===== config.mk =====
export PLATFORM = sky130hd
export DESIGN_NAME = adp_io_ports
export DESIGN_NICKNAME = d
export VERILOG_FILES = /design/src/shared/adp_pkg.sv /design/src/logic/adp_io_ports.sv
export SDC_FILE = /design/constraint.sdc
export NUM_CORES = 1
export LEC_CHECK = 0
export BUFFER_PORTS_ARGS = -buffer_cell sky130_fd_sc_hd__buf_2
export CAP_MARGIN = 20
export CELL_PAD_IN_SITES_DETAIL_PLACEMENT = 0
export CELL_PAD_IN_SITES_GLOBAL_PLACEMENT = 2
export CORE_MARGIN = 1
export CORE_UTILIZATION = 32
export CTS_BUF_LIST = sky130_fd_sc_hd__clkbuf_8
export DETAILED_ROUTE_END_ITERATION = 10
export PLACE_DENSITY = 0.81
export SLEW_MARGIN = 20
export SYNTH_ARGS = -nofsm -noshare
export SYNTH_HDL_FRONTEND = slang
export SYNTH_SLANG_ARGS = --single-unit

===== constraint.sdc =====
create_clock -name sys_clk -period 1.6 [get_ports sys_clk]
set_input_delay 0.32 -clock sys_clk [delete_from_list [all_inputs] [get_ports sys_clk]]
set_output_delay 0.32 -clock sys_clk [all_outputs]
set_load 0.03 [all_outputs]

===== src/shared/adp_pkg.sv =====
// constants and an index-to-address helper for the address/data shared i/o ports
package adp_pkg;
  // printed offsets are not multiples of four: they are register indices
  localparam logic [15:0] IDX_ADDR_DIR    = 16'hfebb;
  localparam logic [15:0] IDX_DATA_DIR    = 16'hfebc;
  localparam logic [15:0] IDX_ADDR_PIN    = 16'hff5b;
  localparam logic [15:0] IDX_DATA_PIN    = 16'hff5c;
  localparam logic [15:0] IDX_ADDR_OUT    = 16'hff6b;
  localparam logic [15:0] IDX_DATA_OUT    = 16'hff6c;
  localparam logic [15:0] IDX_ADDR_PULL   = 16'hff72;
  localparam logic [15:0] IDX_DATA_PULL   = 16'hff73;
  localparam logic [15:0] IDX_STBY_CTRL   = 16'hff80;
  localparam logic [15:0] IDX_STATUS      = 16'hff81;
  localparam int          ADDR_W          = 18;
  localparam logic [7:0]  RST_PORT        = 8'h00;
  localparam logic [7:0]  DIR_READ_VALUE  = 8'hff;
  localparam int          STBY_HOLD_BIT   = 0;
  localparam int          STBY_SOFT_BIT   = 1;
  localparam int          ST_MODE_LSB     = 0;
  localparam int          ST_STBY_BIT     = 3;
  localparam int          ST_HWSTBY_BIT   = 4;
  localparam logic [ADDR_W-1:0] ADDR_MASK = 18'h3fffc;

  function automatic logic [ADDR_W-1:0] adp_byte_addr(input logic [15:0] idx);
    adp_byte_addr = {idx, 2'b00};
  endfunction
endpackage


===== src/logic/adp_io_ports.sv =====
// two 8-bit shared address/data gpio ports with apb register access
// Operation
// RL1: direction registers write-only, read undefined
// RL2: software writes direction registers whole only
// RL3: registers clear on power-on, hardware standby
// RL4: modes 1,4,5 address port drives address
// RL5: modes 2,6 direction picks address or input
// RL6: modes 3,7 address port plain gpio
// RL7: modes 1,2,4,5,6 data port is bus
// RL8: modes 3,7 data port plain gpio
// RL9: output value register reads back written
// RL10: pin-state register read-only, writes ignored
// RL11: pin-state reads out value or pin
// RL12: pin-state kept across manual reset, standby
// RL13: address pull-up modes 2,3,6,7 input only
// RL14: data pull-up modes 3,7 input only
// RL15: pull-ups off while pins serve bus
// RL16: pull-ups off at power-on, hardware standby
// RL17: standby hold bit: keep address or float
// RL18: writes reach pins next clock edge
// RL19: bus modes use bus controller signals
//
// The implementer's own choice: the APB register port.
`timescale 1ns/1ps
`default_nettype none
module adp_io_ports (
  input  wire logic                      sys_clk,
  input  wire logic                      rst_n,
  input  wire logic                      hwStandby,
  input  wire logic [2:0]                opMode,
  input  wire logic                      psel,
  input  wire logic                      penable,
  input  wire logic                      pwrite,
  input  wire logic [adp_pkg::ADDR_W-1:0] paddr,
  input  wire logic [31:0]               pwdata,
  input  wire logic [3:0]                pstrb,
  output logic      [31:0]               prdata,
  output logic                           pready,
  output logic                           pslverr,
  input  wire logic [7:0]                busAddr,
  input  wire logic [7:0]                busDataOut,
  input  wire logic                      busDataDrive,
  output logic      [7:0]                busDataIn,
  input  wire logic [7:0]                addrPinIn,
  output logic      [7:0]                addrPinOut,
  output logic      [7:0]                addrPinOe,
  output logic      [7:0]                addrPullup,
  input  wire logic [7:0]                dataPinIn,
  output logic      [7:0]                dataPinOut,
  output logic      [7:0]                dataPinOe,
  output logic      [7:0]                dataPullup
);
  import adp_pkg::*;

  logic [7:0] addrDir_ff, dataDir_ff, addrOut_ff, dataOut_ff;
  logic [7:0] addrPull_ff, dataPull_ff;
  logic [1:0] stby_ff;
  logic [7:0] addrSync1_ff, addrSync_ff, dataSync1_ff, dataSync_ff;
  logic       hwSync1_ff, hwSync_ff;
  logic [7:0] addrPinReg_ff, dataPinReg_ff;
  logic [7:0] addrHeld_ff;
  logic       stbyPrev_ff;

  // mode decode
  function automatic logic addr_forced(input logic [2:0] m);
    addr_forced = (m == 3'd1) || (m == 3'd4) || (m == 3'd5);
  endfunction
  function automatic logic addr_bus_sel(input logic [2:0] m);
    addr_bus_sel = (m == 3'd2) || (m == 3'd6);
  endfunction
  function automatic logic data_is_bus(input logic [2:0] m);
    data_is_bus = (m == 3'd1) || (m == 3'd2) || (m == 3'd4) || (m == 3'd5) || (m == 3'd6);
  endfunction
  function automatic logic gpio_mode(input logic [2:0] m);
    gpio_mode = (m == 3'd3) || (m == 3'd7);
  endfunction

  // pin-state view: output value where driven, pin level elsewhere
  function automatic logic [7:0] pin_view(input logic [7:0] dir, input logic [7:0] outv,
                                          input logic [7:0] pin);
    pin_view = (dir & outv) | (~dir & pin);
  endfunction

  logic wrEn, rdEn, hwClr, softStby, wrOk;
  logic [15:0] regIdx;
  logic [7:0]  addrRd, dataRd, wByte, statusRd;
  logic        idxHit;
  // a write lands at the edge that completes the transfer
  assign wrEn     = psel && penable && pwrite && pready;
  assign rdEn     = psel && penable && !pwrite && !pready;
  assign regIdx   = paddr[ADDR_W-1:2];
  assign wByte    = pwdata[7:0];
  assign hwClr    = hwSync_ff;
  assign softStby = stby_ff[STBY_SOFT_BIT];
  // no register sits behind pin-state or status indices
  assign wrOk     = wrEn && pstrb[0]; // RL10

  // address pin synchroniser
  always_ff @(posedge sys_clk or negedge rst_n) begin
    if (!rst_n) begin
      addrSync1_ff <= RST_PORT;
      addrSync_ff  <= RST_PORT;
    end else begin
      addrSync1_ff <= addrPinIn;
      addrSync_ff  <= addrSync1_ff;
    end
  end

  // data pin synchroniser
  always_ff @(posedge sys_clk or negedge rst_n) begin
    if (!rst_n) begin
      dataSync1_ff <= RST_PORT;
      dataSync_ff  <= RST_PORT;
    end else begin
      dataSync1_ff <= dataPinIn;
      dataSync_ff  <= dataSync1_ff;
    end
  end

  // hardware standby synchroniser
  always_ff @(posedge sys_clk or negedge rst_n) begin
    if (!rst_n) begin
      hwSync1_ff <= 1'b0;
      hwSync_ff  <= 1'b0;
    end else begin
      hwSync1_ff <= hwStandby;
      hwSync_ff  <= hwSync1_ff;
    end
  end

  // port registers; rst_n is the power-on reset, manual reset does not reach here
  always_ff @(posedge sys_clk or negedge rst_n) begin
    if (!rst_n) begin
      addrDir_ff <= RST_PORT; // RL3
    end else if (hwClr) begin
      addrDir_ff <= RST_PORT; // RL3
    end else if (wrOk && regIdx == IDX_ADDR_DIR) begin
      addrDir_ff <= wByte;
    end
  end

  always_ff @(posedge sys_clk or negedge rst_n) begin
    if (!rst_n) begin
      dataDir_ff <= RST_PORT; // RL3
    end else if (hwClr) begin
      dataDir_ff <= RST_PORT; // RL3
    end else if (wrOk && regIdx == IDX_DATA_DIR) begin
      dataDir_ff <= wByte;
    end
  end

  always_ff @(posedge sys_clk or negedge rst_n) begin
    if (!rst_n) begin
      addrOut_ff <= RST_PORT; // RL3
    end else if (hwClr) begin
      addrOut_ff <= RST_PORT; // RL3
    end else if (wrOk && regIdx == IDX_ADDR_OUT) begin
      addrOut_ff <= wByte; // RL9
    end
  end

  always_ff @(posedge sys_clk or negedge rst_n) begin
    if (!rst_n) begin
      dataOut_ff <= RST_PORT; // RL3
    end else if (hwClr) begin
      dataOut_ff <= RST_PORT; // RL3
    end else if (wrOk && regIdx == IDX_DATA_OUT) begin
      dataOut_ff <= wByte; // RL9
    end
  end

  always_ff @(posedge sys_clk or negedge rst_n) begin
    if (!rst_n) begin
      addrPull_ff <= RST_PORT; // RL16
    end else if (hwClr) begin
      addrPull_ff <= RST_PORT; // RL16
    end else if (wrOk && regIdx == IDX_ADDR_PULL) begin
      addrPull_ff <= wByte;
    end
  end

  always_ff @(posedge sys_clk or negedge rst_n) begin
    if (!rst_n) begin
      dataPull_ff <= RST_PORT; // RL16
    end else if (hwClr) begin
      dataPull_ff <= RST_PORT; // RL16
    end else if (wrOk && regIdx == IDX_DATA_PULL) begin
      dataPull_ff <= wByte;
    end
  end

  always_ff @(posedge sys_clk or negedge rst_n) begin
    if (!rst_n) begin
      stby_ff <= 2'b00;
    end else if (hwClr) begin
      stby_ff <= 2'b00;
    end else if (wrOk && regIdx == IDX_STBY_CTRL) begin
      stby_ff <= wByte[1:0];
    end
  end

  // pin-state views, registered so they hold through software standby
  always_ff @(posedge sys_clk or negedge rst_n) begin
    if (!rst_n) begin
      addrPinReg_ff <= RST_PORT;
    end else if (!softStby) begin
      addrPinReg_ff <= pin_view(addrDir_ff, addrOut_ff, addrSync_ff); // RL11
    end else begin
      addrPinReg_ff <= addrPinReg_ff; // RL12
    end
  end

  always_ff @(posedge sys_clk or negedge rst_n) begin
    if (!rst_n) begin
      dataPinReg_ff <= RST_PORT;
    end else if (!softStby) begin
      dataPinReg_ff <= pin_view(dataDir_ff, dataOut_ff, dataSync_ff); // RL11
    end else begin
      dataPinReg_ff <= dataPinReg_ff; // RL12
    end
  end

  // standby entry detect
  always_ff @(posedge sys_clk or negedge rst_n) begin
    if (!rst_n) begin
      stbyPrev_ff <= 1'b0;
    end else begin
      stbyPrev_ff <= softStby;
    end
  end

  // driven address level captured on standby entry for the hold option
  always_ff @(posedge sys_clk or negedge rst_n) begin
    if (!rst_n) begin
      addrHeld_ff <= RST_PORT;
    end else if (softStby && !stbyPrev_ff) begin
      addrHeld_ff <= addrPinOut; // RL17
    end
  end

  // pin drive, next edge after a register write
  logic [7:0] nxt_addrOut, nxt_addrOe, nxt_addrPull;
  logic [7:0] nxt_dataOut, nxt_dataOe, nxt_dataPull;
  logic [7:0] addrSrc;
  always_comb begin
    // entry cycle keeps the level on the pins, later cycles the captured copy
    addrSrc      = softStby ? (stbyPrev_ff ? addrHeld_ff : addrPinOut) : busAddr;
    nxt_addrOut  = RST_PORT;
    nxt_addrOe   = RST_PORT;
    nxt_addrPull = RST_PORT; // RL15
    if (addr_forced(opMode)) begin
      nxt_addrOut = addrSrc; // RL19
      nxt_addrOe  = 8'hff; // RL4
    end else if (addr_bus_sel(opMode)) begin
      nxt_addrOut  = addrSrc & addrDir_ff;
      nxt_addrOe   = addrDir_ff; // RL5
      nxt_addrPull = ~addrDir_ff & addrPull_ff; // RL13
    end else if (gpio_mode(opMode)) begin
      nxt_addrOut  = addrOut_ff & addrDir_ff;
      nxt_addrOe   = addrDir_ff; // RL6
      nxt_addrPull = ~addrDir_ff & addrPull_ff; // RL13
    end
    // standby float when hold bit clear, bus modes only
    if (softStby && !stby_ff[STBY_HOLD_BIT] && !gpio_mode(opMode)) begin
      nxt_addrOe = RST_PORT; // RL17
      nxt_addrOut = RST_PORT;
    end
  end

  // data port pin function
  always_comb begin
    nxt_dataOut  = RST_PORT;
    nxt_dataOe   = RST_PORT;
    nxt_dataPull = RST_PORT; // RL15
    if (data_is_bus(opMode)) begin
      nxt_dataOut = busDataDrive ? busDataOut : RST_PORT; // RL7
      nxt_dataOe  = busDataDrive ? 8'hff : RST_PORT; // RL19
    end else if (gpio_mode(opMode)) begin
      nxt_dataOut  = dataOut_ff & dataDir_ff;
      nxt_dataOe   = dataDir_ff; // RL8
      nxt_dataPull = ~dataDir_ff & dataPull_ff; // RL14
    end
  end

  // address port pin registers
  always_ff @(posedge sys_clk or negedge rst_n) begin
    if (!rst_n) begin
      addrPinOut <= RST_PORT;
      addrPinOe  <= RST_PORT;
      addrPullup <= RST_PORT; // RL16
    end else begin
      addrPinOut <= nxt_addrOut; // RL18
      addrPinOe  <= nxt_addrOe;
      addrPullup <= nxt_addrPull;
    end
  end

  // data port pin registers
  always_ff @(posedge sys_clk or negedge rst_n) begin
    if (!rst_n) begin
      dataPinOut <= RST_PORT;
      dataPinOe  <= RST_PORT;
      dataPullup <= RST_PORT; // RL16
    end else begin
      dataPinOut <= nxt_dataOut; // RL18
      dataPinOe  <= nxt_dataOe;
      dataPullup <= nxt_dataPull;
    end
  end

  // data pins handed to the bus controller
  always_ff @(posedge sys_clk or negedge rst_n) begin
    if (!rst_n) begin
      busDataIn <= RST_PORT;
    end else begin
      busDataIn <= data_is_bus(opMode) ? dataSync_ff : RST_PORT; // RL19
    end
  end

  // status word
  always_comb begin
    statusRd                   = RST_PORT;
    statusRd[ST_MODE_LSB +: 3] = opMode;
    statusRd[ST_STBY_BIT]      = softStby;
    statusRd[ST_HWSTBY_BIT]    = hwSync_ff;
  end

  // apb read mux
  always_comb begin
    idxHit = 1'b1;
    addrRd = RST_PORT;
    dataRd = RST_PORT;
    case (regIdx)
      IDX_ADDR_DIR:  addrRd = DIR_READ_VALUE; // RL1
      IDX_DATA_DIR:  addrRd = DIR_READ_VALUE;
      IDX_ADDR_OUT:  addrRd = addrOut_ff; // RL9
      IDX_DATA_OUT:  addrRd = dataOut_ff;
      IDX_ADDR_PIN:  addrRd = addrPinReg_ff;
      IDX_DATA_PIN:  addrRd = dataPinReg_ff;
      IDX_ADDR_PULL: addrRd = addrPull_ff;
      IDX_DATA_PULL: addrRd = dataPull_ff;
      IDX_STBY_CTRL: addrRd = {6'h00, stby_ff};
      IDX_STATUS:    addrRd = statusRd;
      default:       idxHit = 1'b0;
    endcase
    dataRd = addrRd;
  end

  // one wait state: pready rises in the second access cycle
  always_ff @(posedge sys_clk or negedge rst_n) begin
    if (!rst_n) begin
      pready <= 1'b0;
    end else begin
      pready <= psel && penable && !pready;
    end
  end

  // unmapped index answered with an error beside pready
  always_ff @(posedge sys_clk or negedge rst_n) begin
    if (!rst_n) begin
      pslverr <= 1'b0;
    end else begin
      pslverr <= psel && penable && !pready && !idxHit;
    end
  end

  // read data stands beside pready, zero otherwise
  always_ff @(posedge sys_clk or negedge rst_n) begin
    if (!rst_n) begin
      prdata <= 32'h0000_0000;
    end else begin
      prdata <= (rdEn && idxHit) ? {24'h00_0000, dataRd} : 32'h0000_0000;
    end
  end
endmodule
`default_nettype wire


==> impl_results.html, run 1 <==
<table>
<tr><th>Metric</th><th>Value</th></tr>
<tr><th colspan="2">Outcome</th></tr>
<tr><td>Status</td><td>complete, but fails checks</td></tr>
<tr><td>Failing checks</td><td>design-rule violations, negative setup slack</td></tr>
<tr><th colspan="2">Critical path</th></tr>
<tr><td>Crit path max-delay cell type</td><td>or4_4</td></tr>
<tr><td>Category of the most critical setup path</td><td>input port to flop</td></tr>
<tr><td>Reg2reg end</td><td>dataPull_ff[4]</td></tr>
<tr><td>Total buffers and inverters traversed by the critical path</td><td>1</td></tr>
<tr><td>CP Cell Sequence</td><td>buf_6 -&gt; or3b_4 -&gt; or3_4 -&gt; or4_4 -&gt; mux2i_1 -&gt; nor2_1</td></tr>
<tr><td>Category of the worst setup path capture point</td><td>flop</td></tr>
<tr><td>Register-to-register path setup slack</td><td>0.01 ns</td></tr>
<tr><td>Critical path peak fanout</td><td>3</td></tr>
<tr><td>Depth of the most critical reg-to-reg path</td><td>7</td></tr>
<tr><td>Launch instance of the worst register-to-register path</td><td>pready</td></tr>
<tr><td>Critical Path RT</td><td>~1.9 ns</td></tr>
<tr><td>CP delay by family, top</td><td>simple AND/OR/NAND/NOR gates</td></tr>
<tr><td>CP max stage delay</td><td>about 0.55 ns</td></tr>
<tr><td>Worst setup path startpoint</td><td>paddr[5]</td></tr>
<tr><td>Logic depth of the worst setup path including buffers</td><td>6</td></tr>
<tr><td>Setup crit end</td><td>stby_ff[0]</td></tr>
<tr><td>Arrival time of data at the critical path endpoint</td><td>between 1.5 and 2 ns</td></tr>
<tr><td>Critical Path Start Type</td><td>input port</td></tr>
<tr><th colspan="2">Synth</th></tr>
<tr><td>FF+latch count, synth</td><td>about 180</td></tr>
<tr><td>Most used flip-flop cell after synthesis</td><td>dfrtp_1</td></tr>
<tr><td>Top post-synthesis cells by area</td><td>dfrtp_1 60%, mux2i_1 9.1%, nor2_1 3.6%, nand2_1 3.2%, buf_4 2.5%</td></tr>
<tr><td>Avg Inst Size Synth</td><td>11.5 sq um</td></tr>
<tr><td>Cell accounting for the most synthesized area</td><td>dfrtp_1</td></tr>
<tr><td>Number of synthesized flops with an enable pin</td><td>0</td></tr>
<tr><td>Area share of the leading cell type in the synthesized netlist</td><td>0.603</td></tr>
<tr><td>Number of warnings issued by yosys</td><td>0</td></tr>
<tr><td>Register area share after synthesis</td><td>0.603</td></tr>
<tr><td>Number of standard cells after synthesis</td><td>629</td></tr>
<tr><td>Share of synthesized registers carrying an async set or reset</td><td>1.00</td></tr>
<tr><td>Total standard cell area after synthesis</td><td>0.00726 sq mm</td></tr>
<tr><td>Distinct cells, synth</td><td>46</td></tr>
<tr><th colspan="2">GRT</th></tr>
<tr><td>Wire length of the first global-routing pass</td><td>around 33,000 um</td></tr>
<tr><td>Via count of the first global-routing pass</td><td>between 5k and 6k</td></tr>
<tr><td>Total Routing Usage GR</td><td>0.185</td></tr>
<tr><td>Overflow left after global routing</td><td>0</td></tr>
<tr><td>Initial antenna violation count</td><td>0</td></tr>
<tr><td>Maximum number of pins on one net before global-route repair</td><td>approximately 50</td></tr>
<tr><th colspan="2">Cells and area</th></tr>
<tr><td>Total number of nets in the final design</td><td>between 900 and 1k</td></tr>
<tr><td>Finished Cell Area</td><td>about 0.0096 sq mm</td></tr>
<tr><td>Final Instance Count excl. Fillers</td><td>roughly 1.1k</td></tr>
<tr><td>Area of the multi-input gates</td><td>about 0.0028 sq mm</td></tr>
<tr><td>Diode insertion count for antenna repair</td><td>0</td></tr>
<tr><td>Commonest cells after routing, fill and taps aside</td><td>174 x dfrtp_1, 129 x buf_2, 70 x nor2_1</td></tr>
<tr><td>Fill count</td><td>2,129</td></tr>
<tr><td>Most frequent standard cell in the layout excluding fill and tap cells</td><td>dfrtp_1</td></tr>
<tr><td>Layout cells sized above 1</td><td>0.320</td></tr>
<tr><td>Utilization after layout</td><td>0.436</td></tr>
<tr><td>Syn-to-layout area delta</td><td>32.1%</td></tr>
<tr><td>Seq. cell area</td><td>around 0.0044 sq mm</td></tr>
<tr><th colspan="2">STA</th></tr>
<tr><td>Number of endpoints with negative hold slack in the final report</td><td>0</td></tr>
<tr><td>RSZ-0062 raised after global routing</td><td>yes</td></tr>
<tr><td>Final period util</td><td>1.03</td></tr>
<tr><td>Total of endpoints with negative setup slack in the final report</td><td>18</td></tr>
<tr><td>Hold slack final</td><td>0.0861 ns</td></tr>
<tr><td>Setup Total Neg Slack</td><td>-0.395 ns</td></tr>
<tr><td>Worst path setup slack after routing</td><td>-0.0504 ns</td></tr>
<tr><td>Shortest clock period the worst path allows after layout</td><td>approximately 1.7 ns</td></tr>
<tr><td>Maximum clock skew at final layout</td><td>approximately 0.013 ns</td></tr>
<tr><td>Timing-limited maximum frequency</td><td>between 600 and 700 MHz</td></tr>
<tr><td>Number of pins with negative max-slew slack in the final report</td><td>0</td></tr>
<tr><th colspan="2">Clocking</th></tr>
<tr><td>Total number of clock tree sinks</td><td>between 150 and 200</td></tr>
<tr><td>CTS buffer count</td><td>17</td></tr>
<tr><td>Clock tree from TritonCTS</td><td>built</td></tr>
<tr><td>Library cell used as clock root buffer</td><td>clkbuf_8</td></tr>
<tr><td>Max H-tree Level</td><td>4</td></tr>
<tr><td>Clock latency reported for the late side of the worst-skew pair</td><td>0.46 ns</td></tr>
<tr><td>Clock transition at the registers of the reported paths</td><td>0.09 ns</td></tr>
<tr><td>Deepest clock path buffer count</td><td>2</td></tr>
<tr><th colspan="2">Power and ir drop</th></tr>
<tr><td>Maximum vdd drop</td><td>~0.43 mV</td></tr>
<tr><td>Power density normalized to cell area</td><td>912 mW/mm^2</td></tr>
<tr><td>Pleak</td><td>about 4.5 nW</td></tr>
<tr><td>Power consumption</td><td>slightly below 9 mW</td></tr>
<tr><th colspan="2">Routing</th></tr>
<tr><td>Total via count in the routed design</td><td>5,452</td></tr>
<tr><td>Routed Wire Length</td><td>20,700 um</td></tr>
<tr><td>Post-detailed-route via-to-cell ratio</td><td>between 4 and 5</td></tr>
<tr><td>DRC violation total after the first TritonRoute iteration</td><td>approximately 420</td></tr>
<tr><td>Detail Route Antenna Nets</td><td>0</td></tr>
<tr><td>Average wire per standard cell</td><td>~18 um</td></tr>
<tr><td>Pre-antenna DRT Iters</td><td>11</td></tr>
<tr><td>Post-route DRC</td><td>8</td></tr>
<tr><th colspan="2">Min path</th></tr>
<tr><td>Hold path cells</td><td>2</td></tr>
<tr><td>Hold Path Class</td><td>input port to flop</td></tr>
<tr><th colspan="2">Place</th></tr>
<tr><td>Worst-case setup slack after placement</td><td>-0.534 ns</td></tr>
<tr><td>Number of port buffers</td><td>around 130</td></tr>
<tr><td>GPL Wtd Cong</td><td>roughly 0.87</td></tr>
<tr><td>Area after DPL</td><td>0.00890 sq mm</td></tr>
<tr><td>Post-DP HPWL</td><td>15,200 um</td></tr>
<tr><td>Cell total after placement</td><td>~1.1k</td></tr>
<tr><th colspan="2">Die</th></tr>
<tr><td>Starting utilization of the core area</td><td>0.330</td></tr>
<tr><td>Core Footprint</td><td>0.0220 sq mm</td></tr>
<tr><td>Die Height</td><td>approximately 150 um</td></tr>
<tr><td>Floorplan die area</td><td>~0.023 sq mm</td></tr>
<tr><td>Chip Width</td><td>about 150 um</td></tr>
<tr><td>I/O pin cnt</td><td>between 150 and 200</td></tr>
<tr><td>Std cell rows</td><td>54</td></tr>
<tr><th colspan="2">Job</th></tr>
<tr><td>Maximum capacitance violations</td><td>0</td></tr>
</table>
## synthesized netlist by cell type (5+ instances only)
library cell  instances
and2_1               14
mux2i_1              66
a21oi_1              20
dfrtp_1             175
nand3_1              12
a22o_1               10
nor2b_1              11
and3_1               14
a41oi_1               5
a32o_1                8
o21ai_0              18
nand2_1              62
nor3b_1               9
a31oi_1               8
a211oi_1             11
clkbuf_1             28
a22oi_1               6
buf_4                24
nor2_1               70
nor3_1                7
mux2_2                9
## where the power goes
group | total, mW | leakage (nW) | internal, mW | switching (mW)
Sequential | 4.60 | 2.28 | 4.55 | 0.0527
Combinational | 0.891 | 2.05 | 0.313 | 0.577
Clock | 3.26 | 0.217 | 1.72 | 1.55
## layer usage
metal,vias to the layer above,track usage,routed length [um]
met3,12,0.0356,1010
met2,146,0.301,10200
met1,2699,0.253,9340
met5,-,0,0
met4,0,0.0486,200
li1,2595,-,-
## repair_timing
item | in CTS | in global routing
setup endpoints to repair | 20 | 34
hold endpoints to repair | 44 | 0
gates resized for setup | 4 | 14
hold buffers | 18 | 0
pin swaps | 3 | 14
buffers inserted | 0 | 1
## kinds of logic (layout without fill, tap and decap cells)
kind of cell           count (synthesis)  count (layout)  synth area share
AOI/OAI and AO/OA                     94              94            0.0886
muxes                                 75              75             0.105
buffers and inverters                 57             262            0.0429
DFF                                  175             175             0.603
and+or+nand+nor                      227             227             0.160
other                                  1              24          0.000516
## worst min-delay path by stage
stage | startpoint | endpoint | slack [ns]
6_report | busDataOut[6] | dataPinOut[6] | 0.09
3_5_place_dp | rst_n | addrSync1_ff[3] | 0.25
2_1_floorplan | rst_n | addrDir_ff[0] | 0.02
4_1_cts | busDataOut[1] | dataPinOut[1] | 0.06
5_1_grt | busDataOut[1] | dataPinOut[1] | 0.05
3_3_place_gp | rst_n | addrSync1_ff[3] | 0.25
## worst register-to-register path: cells and delay by family (launching register included)
family	cells	cell delay [ns]
buffers and inverters	2	0.33
muxes	1	0.20
and+or+nand+nor	4	0.58
DFF	1	0.36
## area by class of cell
type	count	area share
multi-input combinational	420	0.289
sequential	175	0.457
clock buffer	18	0.0258
tap	280	0.0365
timing repair buffer	230	0.173
inverter	2	0.000783
clock inverter	12	0.0179
Power figures use the tool's default switching activity.
==> run 2, diff against run 1 <==
==> constraint.sdc (replaced) <==
create_clock -name sys_clk -period 1.45 [get_ports sys_clk]
set_input_delay 0.29 -clock sys_clk [delete_from_list [all_inputs] [get_ports sys_clk]]
set_output_delay 0.29 -clock sys_clk [all_outputs]
set_load 0.03 [all_outputs]
==> run 2 against run 1 <==
  * Non-clock buffer count rose by 4
  * Highest routed layer unchanged
  * Critical path depth rose by 2
  * Critical path type unchanged
  * First-iteration DRC count fell by 14%
  * The run still ends with design-rule violations, negative setup slack left
  * Global-route usage fell by 0.18 points
  * Count of clock-buffer cells in the layout rose by 1
  * Clock power rose by 2%
  * Final cell count rose by 0.53%
  * Largest power group unchanged
==> impl_results.html, run 2 (synthesis gave the netlist of run 1 again) <==
<table>
<tr><th>Metric</th><th>Value</th></tr>
<tr><th colspan="2">Outcome</th></tr>
<tr><td>Status</td><td>complete, but fails checks</td></tr>
<tr><td>Failing checks</td><td>design-rule violations, negative setup slack</td></tr>
<tr><th colspan="2">Cells and area</th></tr>
<tr><td>Fill count</td><td>2,145 (+0.75%)</td></tr>
<tr><td>Commonest cells after routing, fill and taps aside</td><td>174 x dfrtp_1, 128 x buf_2, 70 x nor2_1</td></tr>
<tr><td>Diode insertion count for antenna repair</td><td>0 (unchanged)</td></tr>
<tr><td>Total number of nets in the final design</td><td>946 (+0.42%)</td></tr>
<tr><td>Syn-to-layout area delta</td><td>32.8%</td></tr>
<tr><td>Most frequent standard cell in the layout excluding fill and tap cells</td><td>dfrtp_1</td></tr>
<tr><td>Final Instance Count excl. Fillers</td><td>1,143 (+0.53%)</td></tr>
<tr><td>Area of the multi-input gates</td><td>0.00283 sq mm (+2.1%)</td></tr>
<tr><td>Utilization after layout</td><td>0.438 (+0.00244)</td></tr>
<tr><td>Layout cells sized above 1</td><td>0.334 (+0.0140)</td></tr>
<tr><td>Seq. cell area</td><td>0.00438 sq mm (unchanged)</td></tr>
<tr><td>Finished Cell Area</td><td>0.00965 sq mm (+0.56%)</td></tr>
<tr><th colspan="2">Power and ir drop</th></tr>
<tr><td>Power density normalized to cell area</td><td>973 mW/mm^2 (+6.6%)</td></tr>
<tr><td>Maximum vdd drop</td><td>0.500 mV (+16%)</td></tr>
<tr><td>Internal power contribution</td><td>6.96 mW (+5.9%)</td></tr>
<tr><td>Pleak</td><td>4.58 nW (+0.87%)</td></tr>
<tr><td>Part of the power in combinational logic</td><td>0.106 (+0.004)</td></tr>
<tr><td>Reported net switching power</td><td>2.42 mW (+11%)</td></tr>
<tr><td>Seq pwr share</td><td>0.541 (+0.016)</td></tr>
<tr><td>Clk network pwr share</td><td>0.354 (-0.019)</td></tr>
<tr><td>Switching power as a share of total power</td><td>0.258 (+0.00931)</td></tr>
<tr><th colspan="2">Die</th></tr>
<tr><td>Floorplan die area</td><td>0.0233 sq mm (unchanged)</td></tr>
<tr><td>Starting utilization of the core area</td><td>0.330 (unchanged)</td></tr>
<tr><td>Chip Width</td><td>153 um (unchanged)</td></tr>
<tr><td>Die Height</td><td>153 um (unchanged)</td></tr>
<tr><td>Std cell rows</td><td>54 (unchanged)</td></tr>
<tr><td>I/O pin cnt</td><td>186 (unchanged)</td></tr>
<tr><td>Core Footprint</td><td>0.0220 sq mm (unchanged)</td></tr>
<tr><th colspan="2">GRT</th></tr>
<tr><td>Initial antenna violation count</td><td>0 (unchanged)</td></tr>
<tr><td>Via count of the first global-routing pass</td><td>5,734 (+0.74%)</td></tr>
<tr><td>Total Routing Usage GR</td><td>0.183 (-0.00180)</td></tr>
<tr><td>Wire length of the first global-routing pass</td><td>32,300 um (-0.78%)</td></tr>
<tr><td>Maximum number of pins on one net before global-route repair</td><td>40 (-22%)</td></tr>
<tr><td>Overflow left after global routing</td><td>0 (unchanged)</td></tr>
<tr><th colspan="2">Clocking</th></tr>
<tr><td>Clock transition at the registers of the reported paths</td><td>0.09 ns (about the same)</td></tr>
<tr><td>Clock latency reported for the late side of the worst-skew pair</td><td>0.46 ns (about the same)</td></tr>
<tr><td>Total number of clock tree sinks</td><td>175 (unchanged)</td></tr>
<tr><td>Clock tree from TritonCTS</td><td>built</td></tr>
<tr><td>Deepest clock path buffer count</td><td>2 (unchanged)</td></tr>
<tr><td>Max H-tree Level</td><td>4 (unchanged)</td></tr>
<tr><td>CTS buffer count</td><td>17 (unchanged)</td></tr>
<tr><td>Library cell used as clock root buffer</td><td>clkbuf_8</td></tr>
<tr><th colspan="2">STA</th></tr>
<tr><td>Total of endpoints with negative setup slack in the final report</td><td>37 (+19)</td></tr>
<tr><td>Shortest clock period the worst path allows after layout</td><td>1.59 ns</td></tr>
<tr><td>Number of pins with negative max-slew slack in the final report</td><td>0 (unchanged)</td></tr>
<tr><td>RSZ-0062 raised after global routing</td><td>yes</td></tr>
<tr><td>Number of endpoints with negative hold slack in the final report</td><td>0 (unchanged)</td></tr>
<tr><td>Final period util</td><td>1.09</td></tr>
<tr><td>Setup Total Neg Slack</td><td>-3.19 ns (-2.80 ns)</td></tr>
<tr><td>Worst path setup slack after routing</td><td>-0.138 ns (-0.0873 ns)</td></tr>
<tr><td>Timing-limited maximum frequency</td><td>630 MHz</td></tr>
<tr><td>Maximum clock skew at final layout</td><td>0.0119 ns (-0.00104 ns)</td></tr>
<tr><th colspan="2">Place</th></tr>
<tr><td>Area after DPL</td><td>0.00890 sq mm (about the same)</td></tr>
<tr><td>Number of port buffers</td><td>132 (unchanged)</td></tr>
<tr><td>Cell total after placement</td><td>1,090 (+0.18%)</td></tr>
<tr><td>GPL Wtd Cong</td><td>0.842 (-3.4%)</td></tr>
<tr><td>Post-DP HPWL</td><td>15,200 um (+0.17%)</td></tr>
<tr><th colspan="2">Critical path</th></tr>
<tr><td>Critical path peak fanout</td><td>8 (+5)</td></tr>
<tr><td>CP Cell Sequence</td><td>buf_6 -&gt; or3b_4 -&gt; or3_4 -&gt; buf_6 -&gt; nor4_4 -&gt; buf_12 -&gt; mux2i_1 -&gt; nor2_1</td></tr>
<tr><td>Category of the worst setup path capture point</td><td>flop</td></tr>
<tr><td>CP delay by family, top</td><td>simple AND/OR/NAND/NOR gates</td></tr>
<tr><td>Arrival time of data at the critical path endpoint</td><td>1.93 ns (-0.06 ns)</td></tr>
<tr><td>Crit path max-delay cell type</td><td>or3b_4</td></tr>
<tr><td>Category of the most critical setup path</td><td>input port to flop</td></tr>
<tr><td>Total buffers and inverters traversed by the critical path</td><td>3 (+2)</td></tr>
<tr><td>Critical Path Start Type</td><td>input port</td></tr>
<tr><td>Cell seen most often among critical-path stages</td><td>buf_6</td></tr>
<tr><td>Critical Path RT</td><td>1.79 ns (-0.15 ns)</td></tr>
<tr><td>CP max stage delay</td><td>0.41 ns (-0.14 ns)</td></tr>
<tr><th colspan="2">Min path</th></tr>
<tr><td>Hold Path Class</td><td>input port to flop</td></tr>
<tr><th colspan="2">Routing</th></tr>
<tr><td>Average wire per standard cell</td><td>18.0 um (-1.3%)</td></tr>
<tr><td>DRC violation total after the first TritonRoute iteration</td><td>365 (-14%)</td></tr>
<tr><td>Total via count in the routed design</td><td>5,578 (+2.3%)</td></tr>
<tr><td>Routed Wire Length</td><td>20,600 um (-0.75%)</td></tr>
<tr><td>Detail Route Antenna Nets</td><td>0 (unchanged)</td></tr>
<tr><td>Pre-antenna DRT Iters</td><td>8 (-3)</td></tr>
<tr><td>Post-route DRC</td><td>9 (+1)</td></tr>
<tr><td>Post-detailed-route via-to-cell ratio</td><td>4.88 (+1.8%)</td></tr>
<tr><th colspan="2">Job</th></tr>
<tr><td>Maximum capacitance violations</td><td>0 (unchanged)</td></tr>
</table>
[run 2: cell types whose count changed in the layout (fill, tap and decap cells not counted), moves of 2 or more]
cell / previous run / this run
buf_4: 62 / 65
and3_4: 1 / 3
buf_12: 15 / 13
buf_6: 6 / 8
buf_8: 0 / 2
bufinv_16: 4 / 2
clkinv_2: 2 / 4
nor2b_1: 11 / 9
nor2b_2: 0 / 2
nor3_1: 3 / 1
[run 2: final cells by class]
class	count	area share
inverter	2	0.000778
tap	280	0.0363
timing repair buffer	234	0.175
multi-input combinational	420	0.294
clock inverter	13	0.0128
sequential	175	0.454
clock buffer	19	0.0271
[run 2: worst paths after layout]
check / startpoint / to / slack [ns] / cells after the start
min in group asynchronous: rst_n / addrPinOe[4] / 0.28 / 2
hold reg to reg: dataSync1_ff[7] / dataSync_ff[7] / 0.35 / 0
max in group asynchronous: rst_n / addrPinOut[7] / 0.62 / 3
hold / removal: busDataOut[3] / dataPinOut[3] / 0.05 / 2
setup / recovery: paddr[5] / addrPull_ff[7] / -0.14 / 8
setup reg to reg: pready / addrDir_ff[3] / -0.10 / 6
[run 2: worst reg2reg max path, delay by kind of cell (launching register included)]
family        cells  cell delay, ns
mux               1            0.20
flops             1            0.36
buf+inv           1            0.18
simple gates      4            0.69
[run 2: per-stage QoR]
stage          setup slack [ns]  power (mW)  hold slack, ns
2_1_floorplan            -0.586        5.65        -0.00559
3_3_place_gp             -0.623        6.12           0.217
3_5_place_dp             -0.650        6.12           0.218
4_1_cts                  -0.122        9.51          0.0345
5_1_grt                  -0.205        9.80          0.0254
6_report                 -0.138        9.38          0.0508
[run 2: power by group through the flow]
stage / logic, mW / clock network (mW) / registers, mW
floorplan: 0.341 / 0 / 5.31
global placement: 0.945 / 0 / 5.17
detailed placement: 0.947 / 0 / 5.18
CTS: 0.996 / 3.43 / 5.08
global route: 1.08 / 3.63 / 5.09
finish: 0.992 / 3.32 / 5.07
[run 2: layer usage]
metal  global-route usage  vias up  share of wire
met5                    0        -              0
met4               0.0433        0         0.0093
met3               0.0392       12          0.041
met2                0.297      130           0.48
met1                0.250     2822           0.47
li1                     -     2614              -
[run 2: what timing repair did]
item | CTS | global route
pin swaps | 6 | 9
buffers inserted | 1 | 2
resized for setup | 10 | 25
setup endpoints to repair | 43 | 59
hold buffers | 18 | 0
hold endpoints to repair | 43 | 0
==> run 3, diff against run 2 <==
==> constraint.sdc (replaced) <==
create_clock -name sys_clk -period 1.45 [get_ports sys_clk]
set_input_delay 0.145 -clock sys_clk [delete_from_list [all_inputs] [get_ports sys_clk]]
set_output_delay 0.145 -clock sys_clk [all_outputs]
set_load 0.03 [all_outputs]
==> run 3 against run 2 <==
  * The run still ends with design-rule violations, negative setup slack left
  * Critical endpoint is now dataPull_ff[5]
  * Largest power group unchanged
  * First-iteration DRC count down 21%
  * Wire length rose by 0.85%
  * Critical path depth decreased by 1
  * Worst hold slack got worse by 0.017 ns
==> impl_results.html, run 3 (synthesis gave the netlist of run 1 again) <==
<table>
<tr><th>Metric</th><th>Value</th></tr>
<tr><th colspan="2">Outcome</th></tr>
<tr><td>Status</td><td>complete, but fails checks</td></tr>
<tr><td>Failing checks</td><td>design-rule violations, negative setup slack</td></tr>
<tr><th colspan="2">Cells and area</th></tr>
<tr><td>Seq. cell area</td><td>0.00438 sq mm (about the same)</td></tr>
<tr><td>Commonest cells after routing, fill and taps aside</td><td>173 x dfrtp_1, 130 x buf_2, 70 x nor2_1</td></tr>
<tr><td>Utilization after layout</td><td>0.443 (+0.00500)</td></tr>
<tr><td>Syn-to-layout area delta</td><td>34.4%</td></tr>
<tr><td>Area of the multi-input gates</td><td>0.00275 sq mm (-3.0%)</td></tr>
<tr><td>Total number of nets in the final design</td><td>962 (+1.7%)</td></tr>
<tr><td>Most frequent standard cell in the layout excluding fill and tap cells</td><td>dfrtp_1</td></tr>
<tr><td>Layout cells sized above 1</td><td>0.317 (-0.0163)</td></tr>
<tr><td>Fill count</td><td>2,145 (unchanged)</td></tr>
<tr><td>Diode insertion count for antenna repair</td><td>0 (unchanged)</td></tr>
<tr><th colspan="2">Clocking</th></tr>
<tr><td>Library cell used as clock root buffer</td><td>clkbuf_8</td></tr>
<tr><td>Clock transition at the registers of the reported paths</td><td>0.08 ns (about the same)</td></tr>
<tr><td>Total number of clock tree sinks</td><td>175 (unchanged)</td></tr>
<tr><td>CTS buffer count</td><td>17 (unchanged)</td></tr>
<tr><td>Clock tree from TritonCTS</td><td>built</td></tr>
<tr><td>Max H-tree Level</td><td>4 (unchanged)</td></tr>
<tr><td>Deepest clock path buffer count</td><td>2 (unchanged)</td></tr>
<tr><td>Clock latency reported for the late side of the worst-skew pair</td><td>0.46 ns (about the same)</td></tr>
<tr><th colspan="2">Place</th></tr>
<tr><td>Number of port buffers</td><td>132 (unchanged)</td></tr>
<tr><td>GPL Wtd Cong</td><td>0.915 (+8.7%)</td></tr>
<tr><td>Post-DP HPWL</td><td>15,400 um (+0.78%)</td></tr>
<tr><th colspan="2">STA</th></tr>
<tr><td>Total of endpoints with negative setup slack in the final report</td><td>33 (-11%)</td></tr>
<tr><td>Worst path setup slack after routing</td><td>-0.0630 ns (+0.0747 ns)</td></tr>
<tr><td>RSZ-0062 raised after global routing</td><td>yes</td></tr>
<tr><td>Shortest clock period the worst path allows after layout</td><td>1.51 ns (-0.0747 ns)</td></tr>
<tr><td>Number of endpoints with negative hold slack in the final report</td><td>0 (unchanged)</td></tr>
<tr><td>Maximum clock skew at final layout</td><td>0.0107 ns (-0.00115 ns)</td></tr>
<tr><td>Hold slack final</td><td>0.0339 ns (-0.0168 ns)</td></tr>
<tr><td>Timing-limited maximum frequency</td><td>661 MHz (+4.9%)</td></tr>
<tr><td>Number of pins with negative max-slew slack in the final report</td><td>0 (unchanged)</td></tr>
<tr><td>Final period util</td><td>1.04 (-0.0515)</td></tr>
<tr><th colspan="2">Power and ir drop</th></tr>
<tr><td>Power consumption</td><td>9.70 mW (+3.4%)</td></tr>
<tr><td>Power density normalized to cell area</td><td>994 mW/mm^2 (+2.2%)</td></tr>
<tr><td>Pleak</td><td>4.60 nW (+0.51%)</td></tr>
<tr><td>Maximum vdd drop</td><td>0.530 mV (+6.1%)</td></tr>
<tr><th colspan="2">Die</th></tr>
<tr><td>Std cell rows</td><td>54 (unchanged)</td></tr>
<tr><td>I/O pin cnt</td><td>186 (unchanged)</td></tr>
<tr><td>Die Height</td><td>153 um (unchanged)</td></tr>
<tr><td>Chip Width</td><td>153 um (unchanged)</td></tr>
<tr><td>Core Footprint</td><td>0.0220 sq mm (unchanged)</td></tr>
<tr><td>Floorplan die area</td><td>0.0233 sq mm (unchanged)</td></tr>
<tr><td>Starting utilization of the core area</td><td>0.330 (unchanged)</td></tr>
<tr><th colspan="2">Critical path</th></tr>
<tr><td>Launch instance of the worst register-to-register path</td><td>pready</td></tr>
<tr><td>CP Cell Sequence</td><td>buf_6 -&gt; or3b_4 -&gt; or4_4 -&gt; nor3_4 -&gt; buf_12 -&gt; mux2i_2 -&gt; nor2_1</td></tr>
<tr><td>Register-to-register path setup slack</td><td>-0.06 ns (+0.04 ns)</td></tr>
<tr><td>Crit path max-delay cell type</td><td>or4_4</td></tr>
<tr><td>CP max stage delay</td><td>0.55 ns (+0.14 ns)</td></tr>
<tr><td>Critical Path RT</td><td>1.79 ns (about the same)</td></tr>
<tr><td>Reg2reg end</td><td>stby_ff[1]</td></tr>
<tr><td>Arrival time of data at the critical path endpoint</td><td>1.85 ns (-0.08 ns)</td></tr>
<tr><td>Category of the most critical setup path</td><td>input port to flop</td></tr>
<tr><td>Critical path peak fanout</td><td>8 (unchanged)</td></tr>
<tr><td>Critical Path Start Type</td><td>input port</td></tr>
<tr><td>Category of the worst setup path capture point</td><td>flop</td></tr>
<tr><td>Worst setup path startpoint</td><td>paddr[5]</td></tr>
<tr><td>Depth of the most critical reg-to-reg path</td><td>5 (-1)</td></tr>
<tr><th colspan="2">GRT</th></tr>
<tr><td>Initial antenna violation count</td><td>0 (unchanged)</td></tr>
<tr><td>Via count of the first global-routing pass</td><td>5,689 (-0.78%)</td></tr>
<tr><td>Total Routing Usage GR</td><td>0.185 (+0.00142)</td></tr>
<tr><td>Maximum number of pins on one net before global-route repair</td><td>44 (+10%)</td></tr>
<tr><td>Wire length of the first global-routing pass</td><td>32,600 um (+0.92%)</td></tr>
<tr><td>Overflow left after global routing</td><td>0 (unchanged)</td></tr>
<tr><th colspan="2">Routing</th></tr>
<tr><td>Routed Wire Length</td><td>20,700 um (+0.85%)</td></tr>
<tr><td>DRC violation total after the first TritonRoute iteration</td><td>288 (-21%)</td></tr>
<tr><td>Post-route DRC</td><td>12 (+3)</td></tr>
<tr><td>Pre-antenna DRT Iters</td><td>10 (+2)</td></tr>
<tr><td>Total via count in the routed design</td><td>5,594 (+0.29%)</td></tr>
<tr><td>Average wire per standard cell</td><td>17.9 um (-0.55%)</td></tr>
<tr><td>Post-detailed-route via-to-cell ratio</td><td>4.83 (-1.1%)</td></tr>
<tr><td>Detail Route Antenna Nets</td><td>0 (unchanged)</td></tr>
<tr><th colspan="2">Min path</th></tr>
<tr><td>Critical hold path startpoint</td><td>pwdata[1]</td></tr>
<tr><td>Hold Path Class</td><td>input port to flop</td></tr>
<tr><td>Hold path cells</td><td>3 (+1)</td></tr>
<tr><td>End point of the worst hold path</td><td>addrOut_ff[1]</td></tr>
<tr><th colspan="2">Job</th></tr>
<tr><td>Maximum capacitance violations</td><td>0 (unchanged)</td></tr>
</table>
-- run 3: cell count changes in the layout (fill, tap and decap cells not counted), moves of 3 or more --
cell,change
dlygate4sd3_1,+17
clkinv_2,-3
a41oi_2,-3
nor3_4,-3
inv_6,+4
buf_6,-4
a41oi_1,+3
nor3_1,+4
-- run 3: what timing repair did --
action                     in CTS  in global routing
pin swaps                       3                 10
gates resized for setup         4                  7
hold buffers                   34                  1
setup endpoints to repair      46                 58
hold endpoints to repair      207                  1
setup buffers                   0                  0
-- run 3: cell type report --
type,instances,area share
clock buffers,18,0.0254
clock inverters,14,0.0183
inverters,2,0.000769
multi-input cells,420,0.282
flip-flops and latches,175,0.449
well taps,280,0.0359
repair buffers,250,0.189
-- run 3: power breakdown --
group          leakage, nW  switching, mW  total, mW  internal, mW
combinational         2.11          0.643       1.01         0.369
sequential            2.27         0.0589       5.08          5.02
clock                0.218           1.83       3.61          1.78
-- run 3: worst max-delay path by stage --
stage                           endpoint  slack [ns]  cells after the start
after floorplan           dataPull_ff[0]       -0.44                      5
after global placement        stby_ff[1]       -0.52                      6
after detailed placement       prdata[6]       -0.54                      7
after CTS                 dataPull_ff[5]       -0.09                      6
after global routing          stby_ff[0]       -0.18                      5
final                     dataPull_ff[5]       -0.06                      7
-- run 3: worst max-delay path, delay by kind of cell --
family / cells / cell delay (ns)
AND/OR/NAND/NOR: 4 / 1.23
buffers and inverters: 2 / 0.25
multiplexers: 1 / 0.21
-- run 3: stage by stage --
step | area, sq um | setup slack, ns | cells | setup TNS (ns)
finish | 9760 | -0.0630 | 1159 | -0.870
global route | 9760 | -0.180 | 1159 | -4.65
CTS | 9710 | -0.0924 | 1158 | -1.51
detailed placement | 8930 | -0.544 | 1092 | -22.13
global placement | 8930 | -0.523 | 1092 | -21.97
floorplan | 7430 | -0.441 | 652 | -12.72
-- run 3: layer usage --
metal	global-route usage	part of all wire	wire length, um
met1	0.254	0.47	9730
met2	0.292	0.47	9820
met3	0.0407	0.045	928
met4	0.0519	0.013	265
met5	0	0	0
